`config.mk`:
```
export PLATFORM = sky130hd
export DESIGN_NAME = mpgc_top
export DESIGN_NICKNAME = d
export VERILOG_FILES = /design/src/rtl/mpgc_pkg.sv /design/src/rtl/mpgc_bits_if.sv /design/src/rtl/mpgc_ctl_bits.sv /design/src/rtl/mpgc_top.sv
export SDC_FILE = /design/constraint.sdc
export NUM_CORES = 1
export LEC_CHECK = 0
export ABC_CLOCK_PERIOD_IN_PS = 1300
export BUFFER_PORTS_ARGS = -buffer_cell sky130_fd_sc_hd__buf_2
export CAP_MARGIN = 15
export CELL_PAD_IN_SITES_DETAIL_PLACEMENT = 1
export CELL_PAD_IN_SITES_GLOBAL_PLACEMENT = 2
export CORE_MARGIN = 2
export CORE_UTILIZATION = 29
export CTS_BUF_LIST = sky130_fd_sc_hd__clkbuf_8
export DETAILED_ROUTE_END_ITERATION = 8
export PLACE_DENSITY_LB_ADDON = 0.1
export SYNTH_ARGS = -nofsm -noshare
export SYNTH_HDL_FRONTEND = slang
export SYNTH_SLANG_ARGS = --single-unit
```
`constraint.sdc`:
```
create_clock -name REF_CLK_I -period 1.3 [get_ports REF_CLK_I]
set_input_delay 0.26 -clock REF_CLK_I [delete_from_list [all_inputs] [get_ports REF_CLK_I]]
set_output_delay 0.26 -clock REF_CLK_I [all_outputs]
set_load 0.005 [all_outputs]
```
`src/rtl/mpgc_pkg.sv`:
```
// Constants for the module power gating control block
package mpgc_pkg;

  // Register geometry
  localparam int unsigned REG_W = 16;

  // Control bit positions of module_power_control
  localparam int unsigned BIT_AUTO      = 0;
  localparam int unsigned BIT_VREF_REST = 1;
  localparam int unsigned BIT_SPINDLE   = 2;
  localparam int unsigned BIT_ACT_DAC   = 3;
  localparam int unsigned BIT_MUX_AMP   = 4;
  localparam int unsigned BIT_LADDER    = 5;
  localparam int unsigned BIT_ADC       = 6;
  localparam int unsigned BIT_SEQ       = 7;
  localparam int unsigned BIT_SERIAL    = 8;
  localparam int unsigned BIT_OSC_PD    = 9;
  localparam int unsigned BIT_SYSTEM_CLOCK_OUTPUT_PIN    = 10;
  localparam int unsigned BIT_AUX_DIV   = 11;
  localparam int unsigned BIT_OSC_START = 12;

  // Reset value and writable bit mask
  localparam logic [15:0] RESET_VALUE   = 16'hffff;
  localparam logic [15:0] WRITE_MASK    = 16'h1fff;
  localparam logic [15:0] RESERVED_ONES = 16'he000;

  // Number of always-on peripherals powered by activity alone
  localparam int unsigned N_ACTIVITY = 3;

  // Oscillator run state
  typedef enum logic {
    MPGC_OSC_RUNNING,
    MPGC_OSC_HALTED
  } mpgc_osc_state_t;

endpackage : mpgc_pkg

```
`src/rtl/mpgc_bits_if.sv`:
```
// Carrier between the top module and its control bit store
`timescale 1ns/100ps
`default_nettype none

interface mpgc_bits_if #(
  parameter int unsigned W = 16
);
  logic         ce;     // Clock enable
  logic         wr;     // Software write strobe
  logic [W-1:0] wdata;  // Software write data
  logic [W-1:0] wmask;  // Bits that software may write
  logic [W-1:0] wake;   // Hardware set requests
  logic [W-1:0] q;      // Stored bits

  modport store (input ce, wr, wdata, wmask, wake, output q);
  modport ctrl  (output ce, wr, wdata, wmask, wake, input q);
endinterface : mpgc_bits_if

`default_nettype wire

```
`src/rtl/mpgc_ctl_bits.sv`:
```
// Control bit store: reset to one, software write, hardware set
`timescale 1ns/100ps
`default_nettype none

module mpgc_ctl_bits #(
  parameter int unsigned          W         = 16,
  parameter logic [W-1:0]         RESET_VAL = '1
) (
  input  wire logic    clk_i,  // Block clock
  input  wire logic    rst_n_i,  // Asynchronous reset, active low
  mpgc_bits_if.store   bits  // Write and wake requests, stored bits
);

  logic [W-1:0] q_reg;
  logic [W-1:0] q_next;

  // Write updates writable bits; a wake set beats a same-cycle clear
  always_comb begin
    q_next = q_reg;
    if (bits.wr) begin
      q_next = (q_reg & ~bits.wmask) | (bits.wdata & bits.wmask);
    end
    q_next = q_next | bits.wake;
  end

  // Every bit comes up set so all register-controlled modules run after reset
  always_ff @(posedge clk_i or negedge rst_n_i) begin
    if (!rst_n_i) begin
      q_reg <= RESET_VAL;
    end else if (bits.ce) begin
      q_reg <= q_next;
    end
  end

  assign bits.q = q_reg;

endmodule : mpgc_ctl_bits

`default_nettype wire

```
`src/rtl/mpgc_top.sv`:
```
// Module power gating control: power control register and gate enables
//
// Operation
// - One register; set bit powers, clear sleeps
// - Static mode: each bit gates its module
// - Auto mode wakes on search alone
// - Start-up bit zero gates oscillator by ready
// - Bit gates clock into auxiliary divider
// - Bit gates oscillator onto system clock pin
// - Power-down bit clear plus stop halts oscillator
// - Serial clock continuous, else only when busy
// - Serial wakes on RX edge, transmit write
// - Sequencer bit sleeps sequencers, acquisition keeps running
// - Sequencer wakes on bit, reset, search
// - A/D power follows bit, search wakes
// - Ladder bit keeps ladder on, else follows
// - Ladder wakes on bit, reset, request
// - Mux and amplifier power follow their bit
// - Actuator DAC and shock bias follow bit
// - Timers, diag port, host: activity only
// - Auto bit clear stops servo clocks, A/D
// - Spindle bit powers spindle DAC and logic
`timescale 1ns/100ps
`default_nettype none

module mpgc_top (
  input  wire logic        REF_CLK_I,           // Bus clock, 100 MHz
  input  wire logic        RST_N_I,             // Asynchronous reset, active low
  input  wire logic        CE_I,                // Clock enable, freezes state when low
  input  wire logic        PWR_WR_I,            // DSP write strobe to the register
  input  wire logic [15:0] PWR_WDATA_I,         // DSP write data
  output logic      [15:0] PWR_RDATA_O,         // Register read-back
  input  wire logic        OSC_READY_I,         // Internal oscillator ready indication
  input  wire logic        DSP_STOP_I,          // Stop flag of dsp_status_word_zero
  input  wire logic        EXT_IRQ_I,           // External interrupt, restarts oscillator
  input  wire logic        SERVO_SEARCH_I,      // servo_search level
  input  wire logic        LADDER_PON_REQ_I,    // ladder_power_on_request level
  input  wire logic        SERIAL_RX_I,         // Serial receive line
  input  wire logic        SERIAL_TX_WRITE_I,   // Transmit register write pulse
  input  wire logic        SERIAL_BUSY_I,       // Transmit or receive in progress
  input  wire logic [2:0]  ACTIVITY_I,          // Timers, diag port, host in use
  output logic             OSC_TO_LOGIC_EN_O,   // Oscillator passes to internal logic
  output logic             OSC_RUN_O,           // Master oscillator running
  output logic             AUX_DIV_CLK_EN_O,    // Clock enable into aux_divided_clock divider
  output logic             SYSTEM_CLOCK_OUTPUT_PIN_PIN_EN_O,     // Oscillator onto system_clock_output_pin
  output logic             SERIAL_CLK_EN_O,     // Serial port module clock enable
  output logic             SEQ_CLK_EN_O,        // Burst/timing mark sequencer, data sync clock
  output logic             BURST_DEC_CLK_EN_O,  // Burst decoder clock enable
  output logic             ACQ_CLK_EN_O,        // Data acquisition section clock enable
  output logic             ADC_PWR_O,           // A/D converter power
  output logic             LADDER_PWR_O,        // A/D ladder and buffers power
  output logic             MUX_AMP_PWR_O,       // Front-end mux and channel five amp power
  output logic             ACT_DAC_PWR_O,       // actuator_dac and shock sensor bias power
  output logic             SPINDLE_PWR_O,       // spindle_motor_dac and spindle logic power
  output logic             VREF_REST_PWR_O,     // Voltage reference and remaining logic
  output logic      [2:0]  ACTIVITY_CLK_EN_O    // Clock enables for activity-powered units
);

  localparam int unsigned W = mpgc_pkg::REG_W;

  // Carrier to the bit store
  mpgc_bits_if #(.W(W)) bits_if ();

  // Previous samples for edge detection on wake sources
  logic        search_d_reg;
  logic        ladder_req_d_reg;
  logic        rx_d_reg;

  // Wake events, one cycle each
  logic        search_rise;
  logic        ladder_rise;
  logic        rx_edge;
  logic [W-1:0] wake_vec;

  // Oscillator halt state
  mpgc_pkg::mpgc_osc_state_t osc_state_reg;
  mpgc_pkg::mpgc_osc_state_t osc_state_next;

  // Stored control bits, named by function
  logic [W-1:0] ctl;
  logic        auto_on;
  logic        adc_on;

  // Edge detectors; inputs are already synchronous to the clock
  always_ff @(posedge REF_CLK_I or negedge RST_N_I) begin
    if (!RST_N_I) begin
      search_d_reg     <= 1'b0;
      ladder_req_d_reg <= 1'b0;
      rx_d_reg         <= 1'b1;
    end else if (CE_I) begin
      search_d_reg     <= SERVO_SEARCH_I;
      ladder_req_d_reg <= LADDER_PON_REQ_I;
      rx_d_reg         <= SERIAL_RX_I;
    end
  end

  // Only a rising search or ladder request wakes, so a stuck-high level cannot block sleep; RX wakes on either edge
  assign search_rise = SERVO_SEARCH_I & ~search_d_reg;
  assign ladder_rise = LADDER_PON_REQ_I & ~ladder_req_d_reg;
  assign rx_edge     = SERIAL_RX_I ^ rx_d_reg;

  // Hardware wake requests; each sets its control bit
  always_comb begin
    wake_vec = '0;
    // Search restarts sequencer, A/D and auto servo clocks
    wake_vec[mpgc_pkg::BIT_SEQ]    = search_rise;
    wake_vec[mpgc_pkg::BIT_ADC]    = search_rise;
    wake_vec[mpgc_pkg::BIT_AUTO]   = search_rise;
    // Ladder request wakes the ladder alone
    wake_vec[mpgc_pkg::BIT_LADDER] = ladder_rise;
    // Serial port leaves standby on line activity or a transmit write
    wake_vec[mpgc_pkg::BIT_SERIAL] = rx_edge | SERIAL_TX_WRITE_I;
  end

  // Drive the bit store; reserved upper bits are not writable
  assign bits_if.ce    = CE_I;
  assign bits_if.wr    = PWR_WR_I;
  assign bits_if.wdata = PWR_WDATA_I;
  assign bits_if.wmask = mpgc_pkg::WRITE_MASK;
  assign bits_if.wake  = wake_vec;

  // Control/status register, reset to all ones
  mpgc_ctl_bits #(
    .W         (W),
    .RESET_VAL (mpgc_pkg::RESET_VALUE)
  ) u_bits (
    .clk_i   (REF_CLK_I),
    .rst_n_i (RST_N_I),
    .bits    (bits_if.store)
  );

  assign ctl = bits_if.q;

  // Read-back: stored bits with reserved bits forced to one
  assign PWR_RDATA_O = ctl | mpgc_pkg::RESERVED_ONES;

  // Auto bit scopes the servo processing clocks and A/D
  assign auto_on = ctl[mpgc_pkg::BIT_AUTO];
  assign adc_on  = ctl[mpgc_pkg::BIT_ADC] & auto_on;

  // Oscillator halt: power-down bit cleared and DSP stop requested
  always_comb begin
    osc_state_next = osc_state_reg;
    unique case (osc_state_reg)
      mpgc_pkg::MPGC_OSC_RUNNING: begin
        if (!ctl[mpgc_pkg::BIT_OSC_PD] && DSP_STOP_I) begin
          osc_state_next = mpgc_pkg::MPGC_OSC_HALTED;
        end
      end
      mpgc_pkg::MPGC_OSC_HALTED: begin
        // Only an external interrupt or reset restarts it; writes cannot
        if (EXT_IRQ_I) begin
          osc_state_next = mpgc_pkg::MPGC_OSC_RUNNING;
        end
      end
    endcase
  end

  // Oscillator state register; reset always restarts
  always_ff @(posedge REF_CLK_I or negedge RST_N_I) begin
    if (!RST_N_I) begin
      osc_state_reg <= mpgc_pkg::MPGC_OSC_RUNNING;
    end else if (CE_I) begin
      osc_state_reg <= osc_state_next;
    end
  end

  // Oscillator run flag, taken from the next halt state
  always_ff @(posedge REF_CLK_I or negedge RST_N_I) begin
    if (!RST_N_I) begin
      OSC_RUN_O <= 1'b1;
    end else if (CE_I) begin
      OSC_RUN_O <= (osc_state_next == mpgc_pkg::MPGC_OSC_RUNNING);
    end
  end

  // Start-up bit low: wait for ready; high: bypass the gate
  always_ff @(posedge REF_CLK_I or negedge RST_N_I) begin
    if (!RST_N_I) begin
      OSC_TO_LOGIC_EN_O <= 1'b1;
    end else if (CE_I) begin
      OSC_TO_LOGIC_EN_O <= ctl[mpgc_pkg::BIT_OSC_START] | OSC_READY_I;
    end
  end

  // Clock into the aux_divided_clock divider
  always_ff @(posedge REF_CLK_I or negedge RST_N_I) begin
    if (!RST_N_I) begin
      AUX_DIV_CLK_EN_O <= 1'b1;
    end else if (CE_I) begin
      AUX_DIV_CLK_EN_O <= ctl[mpgc_pkg::BIT_AUX_DIV];
    end
  end

  // Oscillator onto the system_clock_output_pin
  always_ff @(posedge REF_CLK_I or negedge RST_N_I) begin
    if (!RST_N_I) begin
      SYSTEM_CLOCK_OUTPUT_PIN_PIN_EN_O <= 1'b1;
    end else if (CE_I) begin
      SYSTEM_CLOCK_OUTPUT_PIN_PIN_EN_O <= ctl[mpgc_pkg::BIT_SYSTEM_CLOCK_OUTPUT_PIN];
    end
  end

  // Serial port clock: free running, or only while a transfer runs
  always_ff @(posedge REF_CLK_I or negedge RST_N_I) begin
    if (!RST_N_I) begin
      SERIAL_CLK_EN_O <= 1'b1;
    end else if (CE_I) begin
      SERIAL_CLK_EN_O <= ctl[mpgc_pkg::BIT_SERIAL] | SERIAL_BUSY_I;
    end
  end

  // Sequencer and data sync clock
  always_ff @(posedge REF_CLK_I or negedge RST_N_I) begin
    if (!RST_N_I) begin
      SEQ_CLK_EN_O <= 1'b1;
    end else if (CE_I) begin
      SEQ_CLK_EN_O <= ctl[mpgc_pkg::BIT_SEQ] & auto_on;
    end
  end

  // Burst decoder clock, same scope as the sequencer
  always_ff @(posedge REF_CLK_I or negedge RST_N_I) begin
    if (!RST_N_I) begin
      BURST_DEC_CLK_EN_O <= 1'b1;
    end else if (CE_I) begin
      BURST_DEC_CLK_EN_O <= ctl[mpgc_pkg::BIT_SEQ] & auto_on;
    end
  end

  // Acquisition ignores the sequencer bit so sampling goes on
  always_ff @(posedge REF_CLK_I or negedge RST_N_I) begin
    if (!RST_N_I) begin
      ACQ_CLK_EN_O <= 1'b1;
    end else if (CE_I) begin
      ACQ_CLK_EN_O <= auto_on;
    end
  end

  // A/D converter power, scoped by the auto bit
  always_ff @(posedge REF_CLK_I or negedge RST_N_I) begin
    if (!RST_N_I) begin
      ADC_PWR_O <= 1'b1;
    end else if (CE_I) begin
      ADC_PWR_O <= adc_on;
    end
  end

  // Ladder outlives the A/D when held, as it settles slowly
  always_ff @(posedge REF_CLK_I or negedge RST_N_I) begin
    if (!RST_N_I) begin
      LADDER_PWR_O <= 1'b1;
    end else if (CE_I) begin
      LADDER_PWR_O <= ctl[mpgc_pkg::BIT_LADDER] | adc_on;
    end
  end

  // Front-end mux and amplifier; no hardware wake
  always_ff @(posedge REF_CLK_I or negedge RST_N_I) begin
    if (!RST_N_I) begin
      MUX_AMP_PWR_O <= 1'b1;
    end else if (CE_I) begin
      MUX_AMP_PWR_O <= ctl[mpgc_pkg::BIT_MUX_AMP];
    end
  end

  // Actuator DAC and shock bias; no hardware wake
  // Shared bias: software must keep spindle on for this DAC
  always_ff @(posedge REF_CLK_I or negedge RST_N_I) begin
    if (!RST_N_I) begin
      ACT_DAC_PWR_O <= 1'b1;
    end else if (CE_I) begin
      ACT_DAC_PWR_O <= ctl[mpgc_pkg::BIT_ACT_DAC];
    end
  end

  // Spindle DAC and spindle logic; no hardware wake
  always_ff @(posedge REF_CLK_I or negedge RST_N_I) begin
    if (!RST_N_I) begin
      SPINDLE_PWR_O <= 1'b1;
    end else if (CE_I) begin
      SPINDLE_PWR_O <= ctl[mpgc_pkg::BIT_SPINDLE];
    end
  end

  // Reference and remaining logic; no hardware wake
  always_ff @(posedge REF_CLK_I or negedge RST_N_I) begin
    if (!RST_N_I) begin
      VREF_REST_PWR_O <= 1'b1;
    end else if (CE_I) begin
      VREF_REST_PWR_O <= ctl[mpgc_pkg::BIT_VREF_REST];
    end
  end

  // Timers, diag port, host: clocked only while in use
  always_ff @(posedge REF_CLK_I or negedge RST_N_I) begin
    if (!RST_N_I) begin
      ACTIVITY_CLK_EN_O <= 3'h0;
    end else if (CE_I) begin
      ACTIVITY_CLK_EN_O <= ACTIVITY_I;
    end
  end

endmodule : mpgc_top

`default_nettype wire

```
==> results of run 1 <==
[cells in the mapped netlist]
library cell  instances  area share (%)
a21oi_1               5             1.8
a31oi_1               1            0.46
buf_2                 2            0.73
buf_4                 5             2.7
buf_6                 1            0.82
conb_1                1            0.27
dfrtp_1               6              11
dfstp_2              27              52
inv_1                 2            0.55
mux2_2               22              18
nand2_1               2            0.55
nand3_1               2            0.73
nor2_1                6             1.6
nor2b_1               3             1.4
nor3_1                1            0.37
nor4_1                2            0.92
o21a_1                2             1.1
o21ai_0               3             1.1
o22a_1                3             1.9
o32a_1                1            0.73
or2_1                 1            0.46
xor2_1                1            0.64
[kinds of logic after synthesis]
logic type | count (synthesis) | share of synthesized area (%)
XOR/XNOR | 1 | 0.641
multiplexers | 22 | 18.1
flip-flops | 33 | 62.9
AO/OA/AOI/OAI | 15 | 7.14
AND/OR/NAND/NOR | 17 | 6.04
other | 1 | 0.274
buffers and inverters | 10 | 4.85
[power groups by stage]
| stage | logic, mW | registers, mW | clock network, mW |
|---|---|---|---|
| floorplan | 0.223 | 1.41 | 0 |
| global placement | 0.467 | 1.39 | 0 |
| detailed placement | 0.483 | 1.40 | 0 |
| CTS | 0.487 | 1.39 | 0.887 |
| global route | 0.537 | 1.42 | 0.927 |
| finish | 0.472 | 1.39 | 0.837 |
[worst max-delay path by stage]
stage,startpoint,endpoint,slack (ns),cells past startpoint
CTS,u_bits.bits.q[0]$_DFFE_PN1P_,PWR_RDATA_O[0],0.04,1
finish,u_bits.bits.q[0]$_DFFE_PN1P_,PWR_RDATA_O[0],0.05,1
floorplan,rx_d_reg$_DFFE_PN1P_,u_bits.bits.q[8]$_DFFE_PN1P_,0.34,3
detailed placement,PWR_WR_I,u_bits.bits.q[4]$_DFFE_PN1P_,0.18,4
global placement,PWR_WR_I,u_bits.bits.q[4]$_DFFE_PN1P_,0.21,4
global route,u_bits.bits.q[0]$_DFFE_PN1P_,PWR_RDATA_O[0],0.01,1
[routing by layer]
metal,wire [um],GRT usage [%]
met1,1230,14.8
met2,1510,22.9
met3,208,3.73
met4,76,7.41
met5,0,0
[layout make-up]
class | instances | share of cell area, %
repair buffers | 63 | 18.9
well taps | 52 | 3.56
clock buffers | 7 | 5.27
multi-input cells | 58 | 24.5
flip-flops and latches | 33 | 47.1
clock inverters | 1 | 0.274
inverters | 2 | 0.411
==> qor.csv, run 1 <==
stage,metric,value,unit
placement,hpwl,2.33,mm
worst_setup_path,path_cells,buf_2,
logic_synthesis,syn_area_per_cell,13.8,um^2
cells_and_area,nNetsFinal,194,
clocking,htree_levels,2,
clocking,cts.sinks,33,
clocking,cts_tree,yes,
logic_synthesis,syn_area,1370,um^2
clocking,root_buffer,clkbuf_8,
cells_and_area,layout_common_cells,"buf_2, dfstp_2, mux2_2",
global_route,antenna_found_initial,0,
worst_setup_path,reg2reg_to,u_bits.bits.q[8]$_DFFE_PN1P_,
sta,holdWs,0.178,ns
floorplanning,start_util,30.7,%
sta,clock_skew,0.00213,ns
drt,wl_per_cell,14.0,um
floorplanning,coreArea,4440,um^2
clocking,hold_buffers,1,
hold_path,worstHoldStart,EXT_IRQ_I,
cells_and_area,utilization,41.1,%
power_and_ir_drop,power,2.70,mW
worst_setup_path,path_buf_inv,1,
cells_and_area,multiInputGateArea,448,um^2
worst_setup_path,worstSetupStartpointType,register,
cells_and_area,seqCellArea,860,um^2
floorplanning,rows,24,
power_and_ir_drop,ir_drop,0.000505,V
cells_and_area,fillCellCount,500,
worst_setup_path,max_stage_delay,0.58,ns
placement,placedCellCount,207,
cells_and_area,finalNonFillerCells,216,
logic_synthesis,ys_ff_latch,33,
logic_synthesis,ys_seq_area_share,62.9,%
clocking,clock_latency,0.28,ns
placement,dp_slack,0.180,ns
global_route,grt_use_total,13.3,%
drt,via_per_inst,4.65,
global_route,grt_max_degree,19,
sta,timing.fmax,800,MHz
sta,period_needed,1.25,ns
worst_setup_path,crit_type,reg -> out,
floorplanning,die_h,72.6,um
clocking,ctsLongestPathBuffers,2,
floorplanning,ioPinCount,64,
cells_and_area,layout-drive-gt1-share,72.6,%
floorplanning,die_area,5280,um^2
power_and_ir_drop,switching_share,24.3,%
placement,io_buffers,57,
worst_setup_path,arrival,0.99,ns
logic_synthesis,syn-instance-count,99,
global_route,grt_pass1_wl,5.25,mm
logic_synthesis,yosysUniqueCellTypes,22,
sta,setup-tns-final,0,ns
clocking,cts_buffers,5,
floorplanning,die_x,72.6,um
hold_path,hp-class,in -> reg,
worst_setup_path,cpLargestDelayFamily,flip-flops,
power_and_ir_drop,p_seq_share,51.4,%
worst_setup_path,r2r_start,rx_d_reg$_DFFE_PN1P_,
drt,totalWireLength,3.02,mm
cells_and_area,largest_reg_flops,13,
power_and_ir_drop,p_leak,0.822,nW
cells_and_area,antenna_cells,0,
worst_setup_path,end_kind,output pin,
cells_and_area,area_growth,33.7,%
drt,postRouteAntennaNets,0,
power_and_ir_drop,switchingPower,0.656,mW
clocking,cts_setup_buffers,0,
worst_setup_path,r2r_cells,3,
power_and_ir_drop,internal_power,2.04,mW
job,drv_cap,0,
drt,drc,0,
placement,placed_cell_area,1720,um^2
sta,setup_viol,0,
power_and_ir_drop,comb_power_share,17.5,%
sta,hold_violations,0,
worst_setup_path,r2r_slack,0.26,ns
worst_setup_path,worstPathRequired,1.04,ns
clocking,path_clk_slew,0.06,ns
sta,rsz0062_at_grt,false,
worst_setup_path,slowest_stage,dfstp_2,
drt,first_pass_iters,4,
sta,final_max_slew_viol_count,0,
logic_synthesis,yosysWarnings,0,
status,outcome,"complete, no violations",
worst_setup_path,crit_fanout,6,
power_and_ir_drop,p_per_area,1480,nW/um^2
sta,post-route-period-util,96.1,%
hold_path,holdPathStages,2,
drt,num_vias,1004,
cells_and_area,final_common_cell,buf_2,
cells_and_area,design_area,1830,um^2
drt,drt_iter0_markers,27,
power_and_ir_drop,pwr-share-clk,31.0,%
placement,gp_congestion,0.680,
global_route,grt_pass1_vias,1155,
hold_path,holdPathEnd,osc_state_reg$_DFFE_PN0P_,
clocking,cts_resized,0,
global_route,overflow,0,
sta,fin_ws,0.0504,ns
(Power assumes the default switching activity.)
==> run 2, diff against run 1 <==
==> constraint.sdc (replaced) <==
create_clock -name REF_CLK_I -period 1.3 [get_ports REF_CLK_I]
set_input_delay 0.26 -clock REF_CLK_I [delete_from_list [all_inputs] [get_ports REF_CLK_I]]
set_output_delay 0.26 -clock REF_CLK_I [all_outputs]
set_load 0.02 [all_outputs]
==> run 2 against run 1 <==
Compared with the run above: global-route usage did not move; critical path depth stayed put; via count is 0.90% higher.
==> qor.csv, run 2 (synthesis results as in run 1) <==
stage,metric,value,unit
status,outcome,"complete, no violations",
global_route,overflow,0,
worst_setup_path,crit_fanout,4,
drt,totalWireLength,3.09,mm
sta,clock_skew,0.00213,ns
power_and_ir_drop,ir_drop,0.000555,V
drt,postRouteAntennaNets,0,
worst_setup_path,max_stage_delay,0.56,ns
global_route,antenna_found_initial,0,
worst_setup_path,path_cells,buf_2,
cells_and_area,layout-drive-gt1-share,73.1,%
placement,hpwl,2.33,mm
cells_and_area,area_growth,35.5,%
clocking,clock_latency,0.28,ns
job,drv_cap,0,
drt,num_vias,1013,
worst_setup_path,critPathLaunch,u_bits.bits.q[6]$_DFFE_PN1P_,
worst_setup_path,path_buf_inv,1,
cells_and_area,largest_reg_flops,13,
placement,gp_congestion,0.680,
cells_and_area,final_common_cell,buf_2,
drt,drt_iter0_markers,31,
worst_setup_path,cp.depth,1,
floorplanning,die_x,72.6,um
sta,setup_viol,0,
floorplanning,die_h,72.6,um
cells_and_area,design_area,1850,um^2
clocking,cts.sinks,33,
floorplanning,ioPinCount,64,
clocking,path_clk_slew,0.06,ns
worst_setup_path,r2r_cells,3,
sta,final_max_slew_viol_count,0,
cells_and_area,antenna_cells,0,
drt,via_per_inst,4.63,
power_and_ir_drop,p_per_area,1570,nW/um^2
cells_and_area,fillCellCount,501,
worst_setup_path,slowest_stage,dfstp_2,
worst_setup_path,reg2reg_to,u_bits.bits.q[8]$_DFFE_PN1P_,
worst_setup_path,r2r_start,rx_d_reg$_DFFE_PN1P_,
cells_and_area,layout_common_cells,"buf_2, dfstp_2, mux2_2",
worst_setup_path,worstPathRequired,1.04,ns
global_route,grt_pass1_vias,1155,
floorplanning,coreArea,4440,um^2
sta,period_needed,1.27,ns
clocking,ctsLongestPathBuffers,2,
drt,first_pass_iters,4,
floorplanning,rows,24,
cells_and_area,nNetsFinal,197,
worst_setup_path,end_kind,output pin,
placement,io_buffers,57,
global_route,grt_max_degree,19,
placement,placed_cell_area,1720,um^2
clocking,cts_buffers,5,
clocking,htree_levels,2,
worst_setup_path,worstSetupStartpointType,register,
clocking,root_buffer,clkbuf_8,
worst_setup_path,crit_type,reg -> out,
floorplanning,start_util,30.7,%
global_route,grt_use_total,13.3,%
worst_setup_path,arrival,1.01,ns
cells_and_area,utilization,41.7,%
global_route,grt_pass1_wl,5.25,mm
sta,hold_violations,0,
floorplanning,die_area,5280,um^2
worst_setup_path,cpLargestDelayFamily,flip-flops,
sta,timing.fmax,786,MHz
hold_path,hp-class,in -> reg,
drt,drc,0,
sta,post-route-period-util,97.9,%
clocking,cts_tree,yes,
power_and_ir_drop,p_leak,0.837,nW
worst_setup_path,r2r_slack,0.26,ns
worst_setup_path,setup.worst_path.end,PWR_RDATA_O[6],
drt,wl_per_cell,14.1,um
-- run 2: cell count changes in the layout (fill, tap and decap cells not counted) --
cell	change
buf_2	-1
buf_4	+4
-- run 2: where the power goes --
part           switching [mW]  internal [mW]
Combinational           0.381          0.295
Sequential             0.0986           1.29
Clock                   0.359          0.478
Total                   0.839           2.06
-- run 2: final cells by class --
type / count / area [um^2] / area share (%)
flip-flops and latches: 33 / 860 / 46.4
multi-input cells: 58 / 448 / 24.2
repair buffers: 66 / 370 / 20.0
clock buffers: 7 / 96.3 / 5.20
well taps: 52 / 65.1 / 3.51
inverters: 2 / 7.51 / 0.405
clock inverters: 1 / 5.00 / 0.270
-- run 2: worst min-delay path by stage --
stage                                            end  depth (start not counted)  startpoint
floorplan           ACTIVITY_CLK_EN_O[0]$_DFFE_PN0P_                          0     RST_N_I
global placement           osc_state_reg$_DFFE_PN0P_                          1     RST_N_I
detailed placement         osc_state_reg$_DFFE_PN0P_                          1     RST_N_I
CTS                        osc_state_reg$_DFFE_PN0P_                          2   EXT_IRQ_I
global route               osc_state_reg$_DFFE_PN0P_                          2   EXT_IRQ_I
finish                     osc_state_reg$_DFFE_PN0P_                          2   EXT_IRQ_I
-- run 2: stage by stage --
step                setup slack [ns]  cells  TNS [ns]  hold WS, ns  power [mW]
CTS                          0.00518    216         0        0.165        2.95
finish                        0.0276    219         0        0.177        2.90
global placement               0.206    207         0        0.220        2.04
detailed placement             0.180    207         0        0.222        2.07
floorplan                      0.309    101         0      -0.0356        1.82
global route                -0.00616    219   -0.0109        0.179        3.09
-- run 2: repair_timing --
action / CTS / global route
endpoints found under the setup margin: 1 / 1
buffers inserted: 0 / 3
cloned: 0 / 0
hold endpoints to repair: 4 / 0
hold buffers: 1 / 0
gates resized for setup: 1 / 0
-- run 2: routing by layer --
layer	track usage, %	routed length, um
met1	14.8	1240
met2	22.9	1570
met3	3.73	200
met4	7.41	76
met5	0	0
